File: src/pkg/icfm_pkg.sv
// package: register map, field layout and timing constants of the clock monitor
package icfm_pkg;
	// register byte addresses (offsets printed as indices, byte address is four times)
	localparam int unsigned IDX_OVERRIDE = 'h5c;
	localparam int unsigned IDX_LOW = 'h5d;
	localparam int unsigned IDX_HIGH = 'h5e;
	localparam int unsigned IDX_MEAS = 'h5f;
	localparam int unsigned IDX_MODE = 'h5b;
	localparam int unsigned IDX_STATUS = 'h60;
	localparam int unsigned IDX_IRQ_STAT = 'h61;
	localparam int unsigned IDX_IRQ_MASK = 'h62;
	localparam logic [9:0] ADDR_OVERRIDE = 10'(IDX_OVERRIDE * 4);
	localparam logic [9:0] ADDR_LOW = 10'(IDX_LOW * 4);
	localparam logic [9:0] ADDR_HIGH = 10'(IDX_HIGH * 4);
	localparam logic [9:0] ADDR_MEAS = 10'(IDX_MEAS * 4);
	localparam logic [9:0] ADDR_MODE = 10'(IDX_MODE * 4);
	localparam logic [9:0] ADDR_STATUS = 10'(IDX_STATUS * 4);
	localparam logic [9:0] ADDR_IRQ_STAT = 10'(IDX_IRQ_STAT * 4);
	localparam logic [9:0] ADDR_IRQ_MASK = 10'(IDX_IRQ_MASK * 4);
	// field positions
	localparam int OVR_SWAP_DIS = 7;
	localparam int OVR_LINK_RDY = 6;
	localparam int OVR_CLK_DET = 5;
	localparam int OVR_STBL_HI = 4;
	localparam int OVR_STBL_LO = 3;
	localparam int OVR_HYST_HI = 2;
	localparam int LOW_RST_MODE = 6;
	localparam int MODE_SWAP = 6;
	localparam int MODE_RST_LOOP = 5;
	localparam int MODE_SRC_SEL = 4;
	// reset values
	localparam logic [7:0] RST_OVERRIDE = 8'h02;
	localparam logic [7:0] RST_LOW = 8'h06;
	localparam logic [7:0] RST_HIGH = 8'h2c;
	localparam logic [7:0] RST_MODE = 8'h20;
	// interrupt bits
	localparam int IRQ_CHANGE = 0;
	localparam int IRQ_STABLE = 1;
	localparam int IRQ_LOW = 2;
	localparam int IRQ_HIGH = 3;
	localparam int IRQ_W = 4;
	// timing
	localparam int unsigned CLK_MHZ = 50;
	localparam int unsigned STBL_T0_US = 40;
	localparam int unsigned STBL_T1_US = 80;
	localparam int unsigned STBL_T2_US = 320;
	localparam int unsigned STBL_T3_US = 1280;
	localparam int unsigned STBL_C0 = STBL_T0_US * CLK_MHZ;
	localparam int unsigned STBL_C1 = STBL_T1_US * CLK_MHZ;
	localparam int unsigned STBL_C2 = STBL_T2_US * CLK_MHZ;
	localparam int unsigned STBL_C3 = STBL_T3_US * CLK_MHZ;
	// 1 us window: edges counted equal the rate in MHz
	localparam int unsigned WIN_US = 1;
	localparam int unsigned WIN_CYC = WIN_US * CLK_MHZ;
	localparam logic [1:0] SRC_RAW = 2'h0;

	typedef struct packed {
		logic [7:0] mhz;
		logic valid;
	} icfm_meas_t;
endpackage : icfm_pkg

File: src/hdl/icfm_rate_counter.sv
// edge counter: measures the selected link or loop clock in whole MHz over a 1 us window
`timescale 1ns/1ns
module icfm_rate_counter #(
	parameter int WIN = icfm_pkg::WIN_CYC
) (
	input wire logic ref_clk,
	input wire logic srst,
	input wire logic clk_in,
	output icfm_pkg::icfm_meas_t meas
);
	initial
	begin
		if (WIN < 2 || WIN > 255)
			$error("window length out of range");
	end

	logic sync1_reg, sync2_reg, prev_reg;
	logic [7:0] win_reg, win_next;
	logic [7:0] edge_reg, edge_next;
	icfm_pkg::icfm_meas_t meas_reg, meas_next;
	logic rise;

	assign rise = sync2_reg & ~prev_reg;
	assign meas = meas_reg;

	always_comb
	begin
		win_next = win_reg + 8'h01;
		edge_next = edge_reg;
		meas_next = meas_reg;
		meas_next.valid = 1'b0;
		if (rise && edge_reg != 8'hff)
			edge_next = edge_reg + 8'h01;
		if (win_reg == 8'(WIN - 1))
		begin
			win_next = 8'h00;
			edge_next = 8'h00;
			meas_next.mhz = edge_reg + {7'h00, rise};
			meas_next.valid = 1'b1;
		end
	end

	always_ff @(posedge ref_clk)
	begin
		if (srst)
		begin
			sync1_reg <= 1'b0;
			sync2_reg <= 1'b0;
			prev_reg <= 1'b0;
			win_reg <= 8'h00;
			edge_reg <= 8'h00;
			meas_reg <= '0;
		end
		else
		begin
			sync1_reg <= clk_in;
			sync2_reg <= sync1_reg;
			prev_reg <= sync2_reg;
			win_reg <= win_next;
			edge_reg <= edge_next;
			meas_reg <= meas_next;
		end
	end
endmodule : icfm_rate_counter

File: src/hdl/icfm_top.sv
// input clock frequency monitor with Avalon-MM register file
`timescale 1ns/1ns
module icfm_top #(
	parameter int STBL0 = icfm_pkg::STBL_C0,
	parameter int STBL1 = icfm_pkg::STBL_C1,
	parameter int STBL2 = icfm_pkg::STBL_C2,
	parameter int STBL3 = icfm_pkg::STBL_C3
) (
	input wire logic ref_clk,
	input wire logic srst,
	input wire logic [9:0] avs_address,
	input wire logic avs_read,
	input wire logic avs_write,
	input wire logic [31:0] avs_writedata,
	input wire logic [3:0] avs_byteenable,
	output logic [31:0] avs_readdata,
	output logic avs_waitrequest,
	input wire logic link_clk,
	input wire logic loop_clk,
	input wire logic rx_signal_valid,
	input wire logic supply_5v_detect,
	input wire logic back_channel_ready,
	input wire logic swap_detected,
	output logic link_ready,
	output logic clock_valid,
	output logic clock_too_slow,
	output logic rx_front_reset,
	output logic loop_reset,
	output logic link_swap,
	output logic irq
);
	initial
	begin
		if (STBL0 < 1 || STBL1 < STBL0 || STBL2 < STBL1 || STBL3 < STBL2 || STBL3 > 65535)
			$error("stability counts invalid");
	end

	// two-stage sync of pin levels
	logic [3:0] pin_s1_reg, pin_s2_reg;
	logic valid_s, v5_s, bc_s, swdet_s;
	assign {valid_s, v5_s, bc_s, swdet_s} = pin_s2_reg;

	logic meas_clk;
	icfm_pkg::icfm_meas_t meas;
	logic [7:0] override_reg, override_next;
	logic [7:0] low_reg, low_next;
	logic [7:0] high_reg, high_next;
	logic [7:0] mode_reg, mode_next;
	logic [7:0] held_reg, held_next;
	logic [15:0] stbl_reg, stbl_next;
	logic settled_reg, settled_next;
	logic [3:0] istat_reg, istat_next;
	logic [3:0] imask_reg, imask_next;
	logic [31:0] rdata_reg, rdata_next;
	logic ack_reg, ack_next;
	logic [15:0] stbl_lim;
	logic [7:0] diff;
	logic change, slow, high_hit, mode_change;
	logic [3:0] ev;
	logic [1:0] stsel;
	logic [1:0] clk_s1_reg, clk_s2_reg;
	logic win_ok_reg, win_ok_next;

	// both candidate clocks pass two flops before the source mux
	assign meas_clk = mode_reg[icfm_pkg::MODE_SRC_SEL]
		? clk_s2_reg[1] : clk_s2_reg[0];

	icfm_rate_counter #(
		.WIN(icfm_pkg::WIN_CYC)
	) u_cnt (
		.ref_clk(ref_clk),
		.srst(srst),
		.clk_in(meas_clk),
		.meas(meas)
	);

	assign stsel = override_reg[icfm_pkg::OVR_STBL_HI:icfm_pkg::OVR_STBL_LO];
	always_comb
	begin
		case (stsel)
			2'h0: stbl_lim = 16'(STBL0);
			2'h1: stbl_lim = 16'(STBL1);
			2'h2: stbl_lim = 16'(STBL2);
			2'h3: stbl_lim = 16'(STBL3);
			default: stbl_lim = 16'(STBL0);
		endcase
	end

	assign diff = (meas.mhz > held_reg) ? meas.mhz - held_reg : held_reg - meas.mhz;
	assign change = meas.valid && valid_s && win_ok_reg
		&& diff > {5'h00, override_reg[icfm_pkg::OVR_HYST_HI:0]};
	assign slow = held_reg < {2'h0, low_reg[5:0]};
	assign high_hit = held_reg > {1'h0, high_reg[6:0]};
	assign mode_change = (avs_write && ack_reg && avs_address == icfm_pkg::ADDR_MODE);

	// measurement, stability, outputs
	always_comb
	begin
		held_next = held_reg;
		stbl_next = stbl_reg;
		settled_next = settled_reg;
		win_ok_next = win_ok_reg;
		// window cut by signal return is partial: dropped
		if (!valid_s)
			win_ok_next = 1'b0;
		else if (meas.valid)
			win_ok_next = 1'b1;
		if (!valid_s)
		begin
			held_next = 8'h00;
			stbl_next = 16'h0000;
			settled_next = 1'b0;
		end
		else if (change)
		begin
			held_next = meas.mhz;
			stbl_next = 16'h0000;
			settled_next = 1'b0;
		end
		else if (stbl_reg >= stbl_lim - 16'h0001)
			settled_next = 1'b1;
		else
			stbl_next = stbl_reg + 16'h0001;
	end

	assign clock_too_slow = valid_s & slow;
	assign clock_valid = override_reg[icfm_pkg::OVR_CLK_DET]
		| (valid_s & settled_reg & ~slow & ~high_hit);
	assign link_ready = override_reg[icfm_pkg::OVR_LINK_RDY] | bc_s;
	assign loop_reset = change & mode_reg[icfm_pkg::MODE_RST_LOOP];
	assign rx_front_reset = (change | mode_change)
		& ~(low_reg[icfm_pkg::LOW_RST_MODE] & v5_s);
	assign link_swap = mode_reg[icfm_pkg::MODE_SWAP];

	assign ev[icfm_pkg::IRQ_CHANGE] = change;
	assign ev[icfm_pkg::IRQ_STABLE] = settled_next & ~settled_reg;
	assign ev[icfm_pkg::IRQ_LOW] = clock_too_slow;
	assign ev[icfm_pkg::IRQ_HIGH] = valid_s & high_hit;
	assign irq = |(istat_reg & imask_reg);
	assign avs_waitrequest = (avs_read | avs_write) & ~ack_reg;
	assign avs_readdata = rdata_reg;

	// bus response; one wait state per access
	always_comb
	begin
		rdata_next = rdata_reg;
		ack_next = 1'b0;
		if ((avs_read || avs_write) && !ack_reg)
		begin
			ack_next = 1'b1;
			rdata_next = 32'h0000_0000;
			if (avs_read)
			begin
				case (avs_address)
					icfm_pkg::ADDR_OVERRIDE: rdata_next[7:0] = override_reg;
					icfm_pkg::ADDR_LOW: rdata_next[6:0] = low_reg[6:0];
					icfm_pkg::ADDR_HIGH: rdata_next[6:0] = high_reg[6:0];
					icfm_pkg::ADDR_MEAS: rdata_next[7:0] = held_reg;
					icfm_pkg::ADDR_MODE: rdata_next[7:0] = mode_reg;
					icfm_pkg::ADDR_STATUS: rdata_next[0] = settled_reg;
					icfm_pkg::ADDR_IRQ_STAT: rdata_next[3:0] = istat_reg;
					icfm_pkg::ADDR_IRQ_MASK: rdata_next[3:0] = imask_reg;
					default: rdata_next = 32'h0000_0000;
				endcase
			end
		end
	end

	// control registers; writes land at the completion edge
	always_comb
	begin
		override_next = override_reg;
		low_next = low_reg;
		high_next = high_reg;
		mode_next = mode_reg;
		imask_next = imask_reg;
		if (!override_reg[icfm_pkg::OVR_SWAP_DIS])
			mode_next[icfm_pkg::MODE_SWAP] = swdet_s;
		if (avs_write && ack_reg && avs_byteenable[0])
		begin
			case (avs_address)
				icfm_pkg::ADDR_OVERRIDE: override_next = avs_writedata[7:0];
				icfm_pkg::ADDR_LOW: low_next = {1'b0, avs_writedata[6:0]};
				icfm_pkg::ADDR_HIGH: high_next = {1'b0, avs_writedata[6:0]};
				icfm_pkg::ADDR_MODE:
				begin
					mode_next = avs_writedata[7:0];
					if (!override_reg[icfm_pkg::OVR_SWAP_DIS])
						mode_next[icfm_pkg::MODE_SWAP] = swdet_s;
				end
				icfm_pkg::ADDR_IRQ_MASK: imask_next = avs_writedata[3:0];
				default: imask_next = imask_reg;
			endcase
		end
	end

	// interrupt status: write one to clear, a new event wins
	always_comb
	begin
		istat_next = istat_reg;
		if (avs_write && ack_reg && avs_byteenable[0]
			&& avs_address == icfm_pkg::ADDR_IRQ_STAT)
			istat_next = istat_reg & ~avs_writedata[3:0];
		istat_next = istat_next | ev;
	end

	// pin level and clock synchronisers
	always_ff @(posedge ref_clk)
	begin
		if (srst)
		begin
			pin_s1_reg <= 4'h0;
			pin_s2_reg <= 4'h0;
			clk_s1_reg <= 2'h0;
			clk_s2_reg <= 2'h0;
		end
		else
		begin
			pin_s1_reg <= {rx_signal_valid, supply_5v_detect, back_channel_ready, swap_detected};
			pin_s2_reg <= pin_s1_reg;
			clk_s1_reg <= {loop_clk, link_clk};
			clk_s2_reg <= clk_s1_reg;
		end
	end

	// measurement and stability state
	always_ff @(posedge ref_clk)
	begin
		if (srst)
		begin
			held_reg <= 8'h00;
			stbl_reg <= 16'h0000;
			settled_reg <= 1'b0;
			win_ok_reg <= 1'b0;
		end
		else
		begin
			held_reg <= held_next;
			stbl_reg <= stbl_next;
			settled_reg <= settled_next;
			win_ok_reg <= win_ok_next;
		end
	end

	// control registers
	always_ff @(posedge ref_clk)
	begin
		if (srst)
		begin
			override_reg <= icfm_pkg::RST_OVERRIDE;
			low_reg <= icfm_pkg::RST_LOW;
			high_reg <= icfm_pkg::RST_HIGH;
			mode_reg <= icfm_pkg::RST_MODE;
			imask_reg <= 4'h0;
		end
		else
		begin
			override_reg <= override_next;
			low_reg <= low_next;
			high_reg <= high_next;
			mode_reg <= mode_next;
			imask_reg <= imask_next;
		end
	end

	// interrupt status
	always_ff @(posedge ref_clk)
	begin
		if (srst)
			istat_reg <= 4'h0;
		else
			istat_reg <= istat_next;
	end

	// bus response
	always_ff @(posedge ref_clk)
	begin
		if (srst)
		begin
			rdata_reg <= 32'h0000_0000;
			ack_reg <= 1'b0;
		end
		else
		begin
			rdata_reg <= rdata_next;
			ack_reg <= ack_next;
		end
	end
endmodule : icfm_top

File: config.mk
export PLATFORM = sky130hd
export DESIGN_NAME = icfm_top
export DESIGN_NICKNAME = d
export VERILOG_FILES = /design/src/pkg/icfm_pkg.sv /design/src/hdl/icfm_rate_counter.sv /design/src/hdl/icfm_top.sv
export SDC_FILE = /design/constraint.sdc
export NUM_CORES = 1
export LEC_CHECK = 0
export BUFFER_PORTS_ARGS = -buffer_cell sky130_fd_sc_hd__clkbuf_2
export CAP_MARGIN = 10
export CORE_AREA = 2 2 130 132
export CTS_BUF_LIST = sky130_fd_sc_hd__clkbuf_4
export DETAILED_ROUTE_END_ITERATION = 16
export DIE_AREA = 0 0 132 134
export PLACE_DENSITY = 0.57
export RECOVER_POWER = 50
export SYNTH_ARGS = -nofsm -noshare
export SYNTH_HDL_FRONTEND = slang
export SYNTH_SLANG_ARGS = --single-unit
File: constraint.sdc
create_clock -name ref_clk -period 7.27 [get_ports ref_clk]
set_input_delay 0.727 -clock ref_clk [delete_from_list [all_inputs] [get_ports ref_clk]]
set_output_delay 0.727 -clock ref_clk [all_outputs]
set_load 0.005 [all_outputs]
==> impl_metrics.py, run 1 <==
metrics = {
    "place": {
        "pre_cts_ws_ps": 1978,
        "port_buffers": 44,
        "place_inst": 987,
        "place_congestion": 0.9188,
        "hpwl_mm": 11.39,
    },
    "global_route": {
        "track_usage": 0.1764,
        "grt_pass1_wl_mm": 25.13,
        "grt_overflow": 0,
        "grt_max_degree": 74,
        "grt_pass1_vias": 5082,
        "antenna_found_initial": 0,
    },
    "synth": {
        "ys_types": 65,
        "ys_warn_count": 0,
        "syn_inst": 751,
        "synth-edff-count": 0,
        "async_reset_ff_frac": 0,
        "yosys_most_used_dff": "dfxtp_1",
        "synth-seq-cells": 113,
        "syn_area_um2": 6415,
        "avgSynthCellArea_um2": 8.542,
        "ys_seq_area_frac": 0.3526,
    },
    "cts": {
        "cts_max_level": 4,
        "post_cts_buffers": 0,
        "cts_resized": 0,
        "ctsHoldBuffers": 0,
        "path_clk_slew_ps": 120,
        "clk_latency_ps": 540,
        "root_buffer": "clkbuf_4",
        "cts_buffer_depth": 2,
        "cts.sinks": 113,
        "cts-buffers-inserted": 17,
        "cts_tree": "built",
    },
    "die": {
        "start_util": 0.3938,
        "core_area_um2": 16290,
        "fp-row-count": 47,
        "die_area_um2": 17690,
        "die_h_um": 134,
        "die-width_um": 132,
        "ios": 96,
    },
    "final_layout": {
        "layout_common_cells": "dfxtp_1 (113), nor2_1 (96), ha_1 (48)",
        "drive_gt1_frac": 0.1076,
        "layout.nets": 892,
        "largest_register_ffs": 16,
        "layout_commonest_cell": "dfxtp_1",
        "antenna_cells": 0,
        "syn_to_final_growth_pct": 8.972,
        "finalNonFillerCells": 1019,
    },
    "setup_path": {
        "worstSetupPathType": "reg2out",
        "cp-end-kind": "output port",
        "cp_max_fo": 10,
        "start_kind": "flop",
        "cp.required_ps": 6540,
        "crit_arrival_ps": 5220,
    },
    "power_and_ir_drop": {
        "p_per_area_nw_per_um2": 163.4,
        "peakVddDrop_mv": 0.1256,
        "p_leak_uw": 0.002694,
    },
    "timing": {
        "setup_viol_count_final": 0,
        "fin_ws_ps": 1321,
        "rsz0062_at_grt": "false",
        "skew_ps": 17.27,
        "fin_crit_sh": 0.8183,
        "period_minus_slack_ps": 5949,
        "fmaxAchievable_ghz": 0.1681,
        "maxSlewViolCount": 74,
        "tightest_slew_ps": 3096,
        "maxSlewHeadroom": -1.064,
        "tns_ps": 0,
        "hold_violations": 0,
        "hold_ws_ps": 386.7,
    },
    "flow_run": {
        "max-cap-violations": 1,
    },
    "route": {
        "vias": 5368,
        "antenna_left": 0,
        "drtIter0Drc": 349,
        "wl_mm": 15.20,
        "wl_per_cell_um": 14.91,
        "drc": 0,
        "drtPass1Iterations": 5,
        "viasPerCell": 5.268,
    },
    "run_status": {
        "violations": "max-capacitance violations, max-slew violations",
        "status": "finished with violations",
    },
    "worst_hold_path": {
        "min_path_type": "in2reg",
    },
}
worst paths after layout:
path / endpoint / startpoint / slack [ps] / cells past startpoint
worst max-delay path: rx_front_reset / held_reg[1] / 1320 / 15
worst min-delay path: pin_s1_reg[2] / supply_5v_detect / 390 / 2
worst max register to register: istat_reg[1] / held_reg[1] / 2550 / 14
worst min register to register: pin_s2_reg[2] / pin_s1_reg[2] / 450 / 1
worst max-delay path, stage by stage, from the launching register on:
cell and delay, ps:
dfxtp_1 520, inv_1 130, fa_1 420, nand3_1 100, a211oi_1 90, o41ai_1 890, mux2_2 430, ha_1 290
nand3_1 80, o21ai_0 140, o22ai_1 240, nor4_1 100, a31oi_1 670, nand2_1 240, a22oi_1 210, clkbuf_2 140
layer usage:
layer	wire length (um)	global-route usage
met1	7141	0.2290
met2	7140	0.2867
met3	638	0.04497
met4	277	0.05978
met5	0	0
synthesized netlist by cell type (2+ instances only):
master	n	area [um2]
nand3_1	28	140.1
nand3b_1	5	37.54
buf_1	2	7.510
nand4_1	13	81.33
o211ai_1	3	22.52
nor2b_1	24	150.1
mux2_2	2	22.52
dfxtp_1	113	2262
and2_1	3	18.77
o41ai_1	2	17.52
nor2_1	96	360.4
buf_2	7	35.03
a32o_1	2	20.02
and3_1	6	37.54
a211oi_1	14	105.1
buf_4	24	180.2
mux2i_1	40	400.4
a22oi_1	15	112.6
a31oi_1	4	25.02
a21o_1	6	45.04
o21ai_0	27	135.1
nor4_1	4	25.02
inv_1	46	172.7
or2_2	3	18.77
a21oi_1	36	180.2
or4_1	2	15.01
mux4_2	2	45.04
o22ai_1	4	25.02
a32oi_1	5	43.79
fa_1	2	40.04
xnor2_1	17	148.9
nor3b_1	2	15.01
nand2_1	36	135.1
a211o_1	7	61.31
clkbuf_1	21	78.83
nand2b_1	3	18.77
or3_1	8	50.05
ha_1	48	600.6
o21a_1	5	37.54
and4_1	3	26.28
nor3_1	21	105.1
nor2_2	2	12.51
xor2_1	16	140.1
kinds of logic after synthesis:
group                      Yosys count  share of synthesized area
other                                1                  0.0005846
xor gates and xnor gates            33                    0.04505
DFF                                113                     0.3526
adders and majority gates           50                    0.09986
and+or+nand+nor                    264                     0.2015
muxes                               44                    0.07295
buffers and inverters              101                    0.07451
AOI/OAI and AO/OA                  145                     0.1529
final cells by class:
| cell class | instances | area [um2] |
|---|---|---|
| tap | 220 | 275.3 |
| sequential | 113 | 2262 |
| multi-input combinational | 560 | 3767 |
| inverter | 47 | 176.4 |
| clock buffer | 18 | 135.1 |
| clock inverter | 14 | 146.4 |
| fill | 1678 | 9299 |
| timing repair buffer | 47 | 227.7 |
through the flow:
stage          instance area, um2  power (uW)    util
2_1_floorplan                6501       681.0       -
3_3_place_gp                 6724       691.0  0.4128
6_report                     6990        1142  0.4291
5_1_grt                      6990        1194  0.4291
3_5_place_dp                 6724       692.8  0.4128
4_1_cts                      7005        1161  0.4301
power breakdown:
part / leakage (uW) / total [uW] / internal [uW] / switching, uW
sequential: 0.000914 / 629 / 625 / 3.75
combinational: 0.00163 / 50.3 / 17.0 / 33.3
clock: 0.000148 / 463 / 185 / 278
total: 0.00269 / 1140 / 827 / 315
(Power assumes the default switching activity.)
==> inputs of run 2 (changes only) <==
ABC_AREA = 1   (was unset)
CORE_AREA = 2 2 132 134   (was 2 2 130 132)
DIE_AREA = 0 0 134 136   (was 0 0 132 134)
clock period = 5.85 ns   (was 7.27 ns; I/O delays follow)
==> impl_metrics.py, run 2 <==
metrics = {
    "final_layout": {
        "layout.nets": 1082,
        "syn_to_final_growth_pct": 9.151,
        "layout_commonest_cell": "nand2_1",
        "finalNonFillerCells": 1215,
        "layout_common_cells": "nand2_1 (168), inv_1 (150), dfxtp_1 (113)",
        "largest_register_ffs": 16,
        "drive_gt1_frac": 0.09808,
    },
    "die": {
        "start_util": 0.3921,
        "ios": 96,
        "core_area_um2": 16880,
        "die_area_um2": 18220,
        "fp-row-count": 48,
        "die_h_um": 136,
        "die-width_um": 134,
    },
    "cts": {
        "post_cts_buffers": 0,
        "cts.sinks": 113,
        "cts_tree": "built",
        "cts_max_level": 4,
        "ctsHoldBuffers": 0,
        "cts_buffer_depth": 2,
        "cts_resized": 0,
        "clk_latency_ps": 550,
        "path_clk_slew_ps": 120,
        "root_buffer": "clkbuf_4",
        "cts-buffers-inserted": 17,
    },
    "timing": {
        "maxSlewViolCount": 32,
        "period_minus_slack_ps": 4404,
        "fin_crit_sh": 0.7527,
        "skew_ps": 25.37,
        "tightest_slew_ps": 1532,
        "hold_violations": 0,
        "setup_viol_count_final": 0,
        "rsz0062_at_grt": "false",
        "fmaxAchievable_ghz": 0.2271,
        "tns_ps": 0,
        "maxSlewHeadroom": -0.02140,
    },
    "global_route": {
        "track_usage": 0.1831,
        "met3_usage": 0.03803,
        "grtUsageMet1": 0.2452,
        "grt.busiest_layer": "met2",
        "use_met2": 0.2966,
        "grt_pass1_wl_mm": 26.59,
        "grt_pass1_vias": 5380,
        "grt_overflow": 0,
        "grt_max_degree": 36,
        "antenna_found_initial": 1,
    },
    "route": {
        "drtPass1Iterations": 5,
        "drtIter0Drc": 294,
        "drc": 0,
        "viasPerCell": 4.756,
        "antenna_left": 0,
        "wl_mm": 15.79,
        "wl_per_cell_um": 13.00,
        "vias": 5779,
    },
    "synth": {
        "ys_top_cells_by_count": "nand2_1 (168), inv_1 (150), dfxtp_1 (113)",
        "yosys_most_used_dff": "dfxtp_1",
        "ys_types": 45,
        "avgSynthCellArea_um2": 7.093,
        "synth_top_area_share": 0.3418,
        "synth.largest_area_cell": "dfxtp_1",
        "synth.area.top_cells": "dfxtp_1 (34%), nand2_1 (9.5%), ha_1 (9.1%)",
        "synth-seq-cells": 113,
        "async_reset_ff_frac": 0,
        "synth-edff-count": 0,
        "syn_area_um2": 6618,
        "yosysMostFrequentCell": "nand2_1",
        "ys_warn_count": 0,
        "syn_inst": 933,
        "ys_seq_area_frac": 0.3418,
    },
    "worst_hold_path": {
        "min_path_cells": 3,
        "min_path_type": "in2reg",
    },
    "power_and_ir_drop": {
        "p_leak_uw": 0.003223,
        "peakVddDrop_mv": 0.2086,
        "power_uw": 1502,
        "p_per_area_nw_per_um2": 207.9,
    },
    "run_status": {
        "violations": "max-capacitance violations, max-slew violations",
        "status": "finished with violations",
    },
    "flow_run": {
        "max-cap-violations": 1,
    },
    "place": {
        "hpwl_mm": 12.00,
        "place_inst": 1182,
        "place_congestion": 0.8479,
        "port_buffers": 44,
    },
    "setup_path": {
        "cp.required_ps": 5270,
        "crit_arrival_ps": 3820,
        "cp-end-kind": "output port",
        "worst_r2r_path_depth": 16,
        "start_kind": "flop",
        "worstSetupPathType": "reg2out",
        "cp_max_fo": 13,
    },
}
## run 2: cell count changes after synthesis, sizes merged, moves of 25 or more
| cell | previous run | this run |
|---|---|---|
| a21oi | 36 | 87 |
| inv | 47 | 151 |
| mux2i | 40 | 1 |
| nand2 | 36 | 177 |
| nand3 | 28 | 65 |
| o21ai | 27 | 52 |
## run 2: layout make-up
class	instances	area, um2
clock inverters	13	177.7
fillers	1814	9653
well taps	225	281.5
flip-flops and latches	113	2262
diodes	1	2.502
repair buffers	45	216.5
inverters	154	578.1
multi-input cells	645	3562
clock buffers	19	142.6
## run 2: metrics by stage
| step | instance area, um2 | worst slack (ps) | hold WS (ps) | util |
|---|---|---|---|---|
| after detailed placement | 6922 | 2032 | 393.8 | 0.4101 |
| final | 7223 | 1446 | 218.0 | 0.4280 |
| after CTS | 7242 | 1399 | 156.5 | 0.4291 |
| after global placement | 6922 | 1990 | 388.4 | 0.4101 |
| after floorplan | 6704 | 2498 | 388.3 | - |
| after global routing | 7223 | 1064 | 160.8 | 0.4280 |
## run 2: path summary, 6_finish.rpt
path,from,end,slack (ps)
hold / removal,loop_clk,clk_s1_reg[1],220
setup reg to reg,held_reg[1],stbl_reg[0],2350
hold reg to reg,pin_s1_reg[0],pin_s2_reg[0],410
setup / recovery,held_reg[1],rx_front_reset,1450
## run 2: where the power goes
part	switching, uW	internal [uW]
combinational	41.0	17.4
sequential	4.14	777
clock	346	316
## run 2: cells by family after synthesis
family	count (synthesis)	synth area share
simple gates	369	0.2450
buf+inv	198	0.1314
compound gates	179	0.1533
flops	113	0.3418
fa+ha+maj	50	0.09681
xor+xnor	21	0.02779
mux	2	0.003214
other cells	1	0.0005667
## run 2: critical path: stages, from the launching register on
cell and delay (ps):
dfxtp_1 480, inv_1 170, fa_1 470, nand3_1 110, nand2_1 80, nand2_1 60, nand2_1 60, nand2_2 120
mux2_2 350, ha_1 290, a21oi_1 150, nor2_1 50, o21ai_0 310, nand2_4 150, nand2_4 210, a22oi_1 100
clkbuf_2 130
## run 2: layer usage
metal,up-vias,share of wire
li1,3089,-
met1,2568,0.49
met2,110,0.46
met3,12,0.039
met4,0,0.011
met5,-,0
==> inputs of run 3 (changes only) <==
clock period = 4.25 ns   (was 5.85 ns; I/O delays follow)
==> impl_metrics.py, run 3 (synthesized netlist as in run 2, its figures left out) <==
metrics = {
    "route": {
        "vias": 5847,
        "drtIter0Drc": 273,
        "drc": 0,
        "drtPass1Iterations": 5,
        "viasPerCell": 4.765,
        "wl_per_cell_um": 12.89,
        "antenna_left": 0,
        "wl_mm": 15.82,
    },
    "die": {
        "core_area_um2": 16880,
        "die_area_um2": 18220,
        "die-width_um": 134,
        "die_h_um": 136,
        "fp-row-count": 48,
        "ios": 96,
        "start_util": 0.3921,
    },
    "timing": {
        "tightest_slew_ps": 1461,
        "period_minus_slack_ps": 3966,
        "hold_violations": 0,
        "maxSlewHeadroom": 0.02575,
        "skew_ps": 23.04,
        "setup_viol_count_final": 0,
        "maxSlewViolCount": 0,
        "fmaxAchievable_ghz": 0.2522,
        "rsz0062_at_grt": "false",
        "fin_crit_sh": 0.9331,
        "tns_ps": 0,
        "fin_ws_ps": 284.4,
    },
    "final_layout": {
        "finalNonFillerCells": 1227,
        "fillers": 1775,
        "drive_gt1_frac": 0.1089,
        "largest_register_ffs": 16,
        "layout.nets": 1094,
        "layout_common_cells": "nand2_1 (168), inv_1 (150), dfxtp_1 (111)",
        "syn_to_final_growth_pct": 11.10,
        "layout_commonest_cell": "nand2_1",
    },
    "global_route": {
        "track_usage": 0.1796,
        "grt_overflow": 0,
        "antenna_found_initial": 1,
        "grt_max_degree": 32,
        "grt_pass1_vias": 5298,
        "grt_pass1_wl_mm": 25.94,
    },
    "place": {
        "hpwl_mm": 12.06,
        "pre_cts_ws_ps": 574.4,
        "place_congestion": 0.8519,
        "port_buffers": 44,
        "place_inst": 1185,
    },
    "cts": {
        "clk_latency_ps": 560,
        "cts_tree": "built",
        "cts.sinks": 113,
        "cts_max_level": 4,
        "root_buffer": "clkbuf_4",
        "cts_buffer_depth": 2,
        "path_clk_slew_ps": 130,
        "cts-buffers-inserted": 17,
    },
    "worst_hold_path": {
        "hold_start": "avs_writedata[5]",
        "min_path_type": "in2reg",
        "min_path_cells": 3,
        "hold_end": "mode_reg[5]",
    },
    "setup_path": {
        "worst_r2r_path_depth": 19,
        "cp.required_ps": 3830,
        "timing.rr.start": "u_cnt.meas[1]",
        "crit_arrival_ps": 3540,
        "cp_max_fo": 13,
        "start_kind": "flop",
        "cp-end-kind": "output port",
        "rrSetupSlack_ps": 1010,
        "worstSetupPathType": "reg2out",
        "worst_r2r_endpoint": "stbl_reg[5]",
    },
    "power_and_ir_drop": {
        "peakVddDrop_mv": 0.3148,
        "p_leak_uw": 0.003243,
        "p_per_area_nw_per_um2": 280.9,
    },
    "run_status": {
        "status": "completed",
    },
    "flow_run": {
        "max-cap-violations": 0,
    },
}
==> run 3: cell count changes in the layout (fill, tap and decap cells not counted), sizes merged <==
| cell | change |
|---|---|
| buf | +6 |
| dlygate4sd3 | +6 |
| inv | +5 |
| clkinv | -3 |
| clkbuf | -2 |
| bufinv | -1 |
| clkinvlp | +1 |
==> run 3: repair_timing <==
item / in CTS / in global routing
setup buffers: 0 / 3
pin swaps: 0 / 3
hold buffers: 6 / 0
endpoints found under the hold margin: 6 / 0
gates resized for setup: 1 / 9
setup endpoints to repair: 2 / 2
==> run 3: how the worst max path moves through the flow <==
stage | startpoint | endpoint | cells past startpoint
after detailed placement | held_reg[1] | rx_front_reset | 16
final | u_cnt.meas[1] | rx_front_reset | 19
after CTS | held_reg[1] | rx_front_reset | 18
after global placement | held_reg[1] | rx_front_reset | 16
after global routing | u_cnt.meas[1] | rx_front_reset | 20
after floorplan | u_cnt.meas[1] | rx_front_reset | 18
==> run 3: cell type report <==
type / instances / area, um2 / area share
multi-input combinational: 645 / 3598 / 0.4894
sequential: 113 / 2265 / 0.3080
inverter: 154 / 578.1 / 0.07862
timing repair buffer: 57 / 314.1 / 0.04272
tap: 225 / 281.5 / 0.03829
clock inverter: 15 / 185.2 / 0.02519
clock buffer: 17 / 127.6 / 0.01736
antenna: 1 / 2.502 / 0.0003404
==> run 3: layer usage <==
layer / wire [um] / part of all wire / global-route usage
met1: 7614 / 0.48 / 0.2322
met2: 7424 / 0.47 / 0.3034
met3: 631 / 0.040 / 0.03878
met4: 150 / 0.0095 / 0.04846
met5: 0 / 0 / 0
==> run 3: critical path, stage by stage (launching register included) <==
cell	delay (ps)
dfxtp_1	350
inv_1	80
ha_1	140
inv_1	80
fa_2	370
nand3_1	100
nand2_1	80
nand2_1	60
nand2_1	50
nand2_2	100
buf_4	110
mux2_2	320
ha_1	290
a21oi_1	160
nor2_1	50
o21ai_1	200
nand2_4	130
nand2_8	150
a22oi_2	80
clkbuf_2	110
==> run 3: through the flow <==
step,utilization,power (uW),instance area [um2],hold WS [ps]
2_1_floorplan,-,1162,6704,388.3
3_3_place_gp,0.4115,1180,6944,388.5
3_5_place_dp,0.4115,1181,6944,393.9
4_1_cts,0.4336,2090,7317,104.9
5_1_grt,0.4356,2141,7352,119.5
6_report,0.4356,2065,7352,148.8
==> run 3: report_power, final <==
| part | switching (uW) | internal, uW |
|---|---|---|
| sequential | 5.68 | 1070 |
| combinational | 57.5 | 27.8 |
| clock | 526 | 379 |
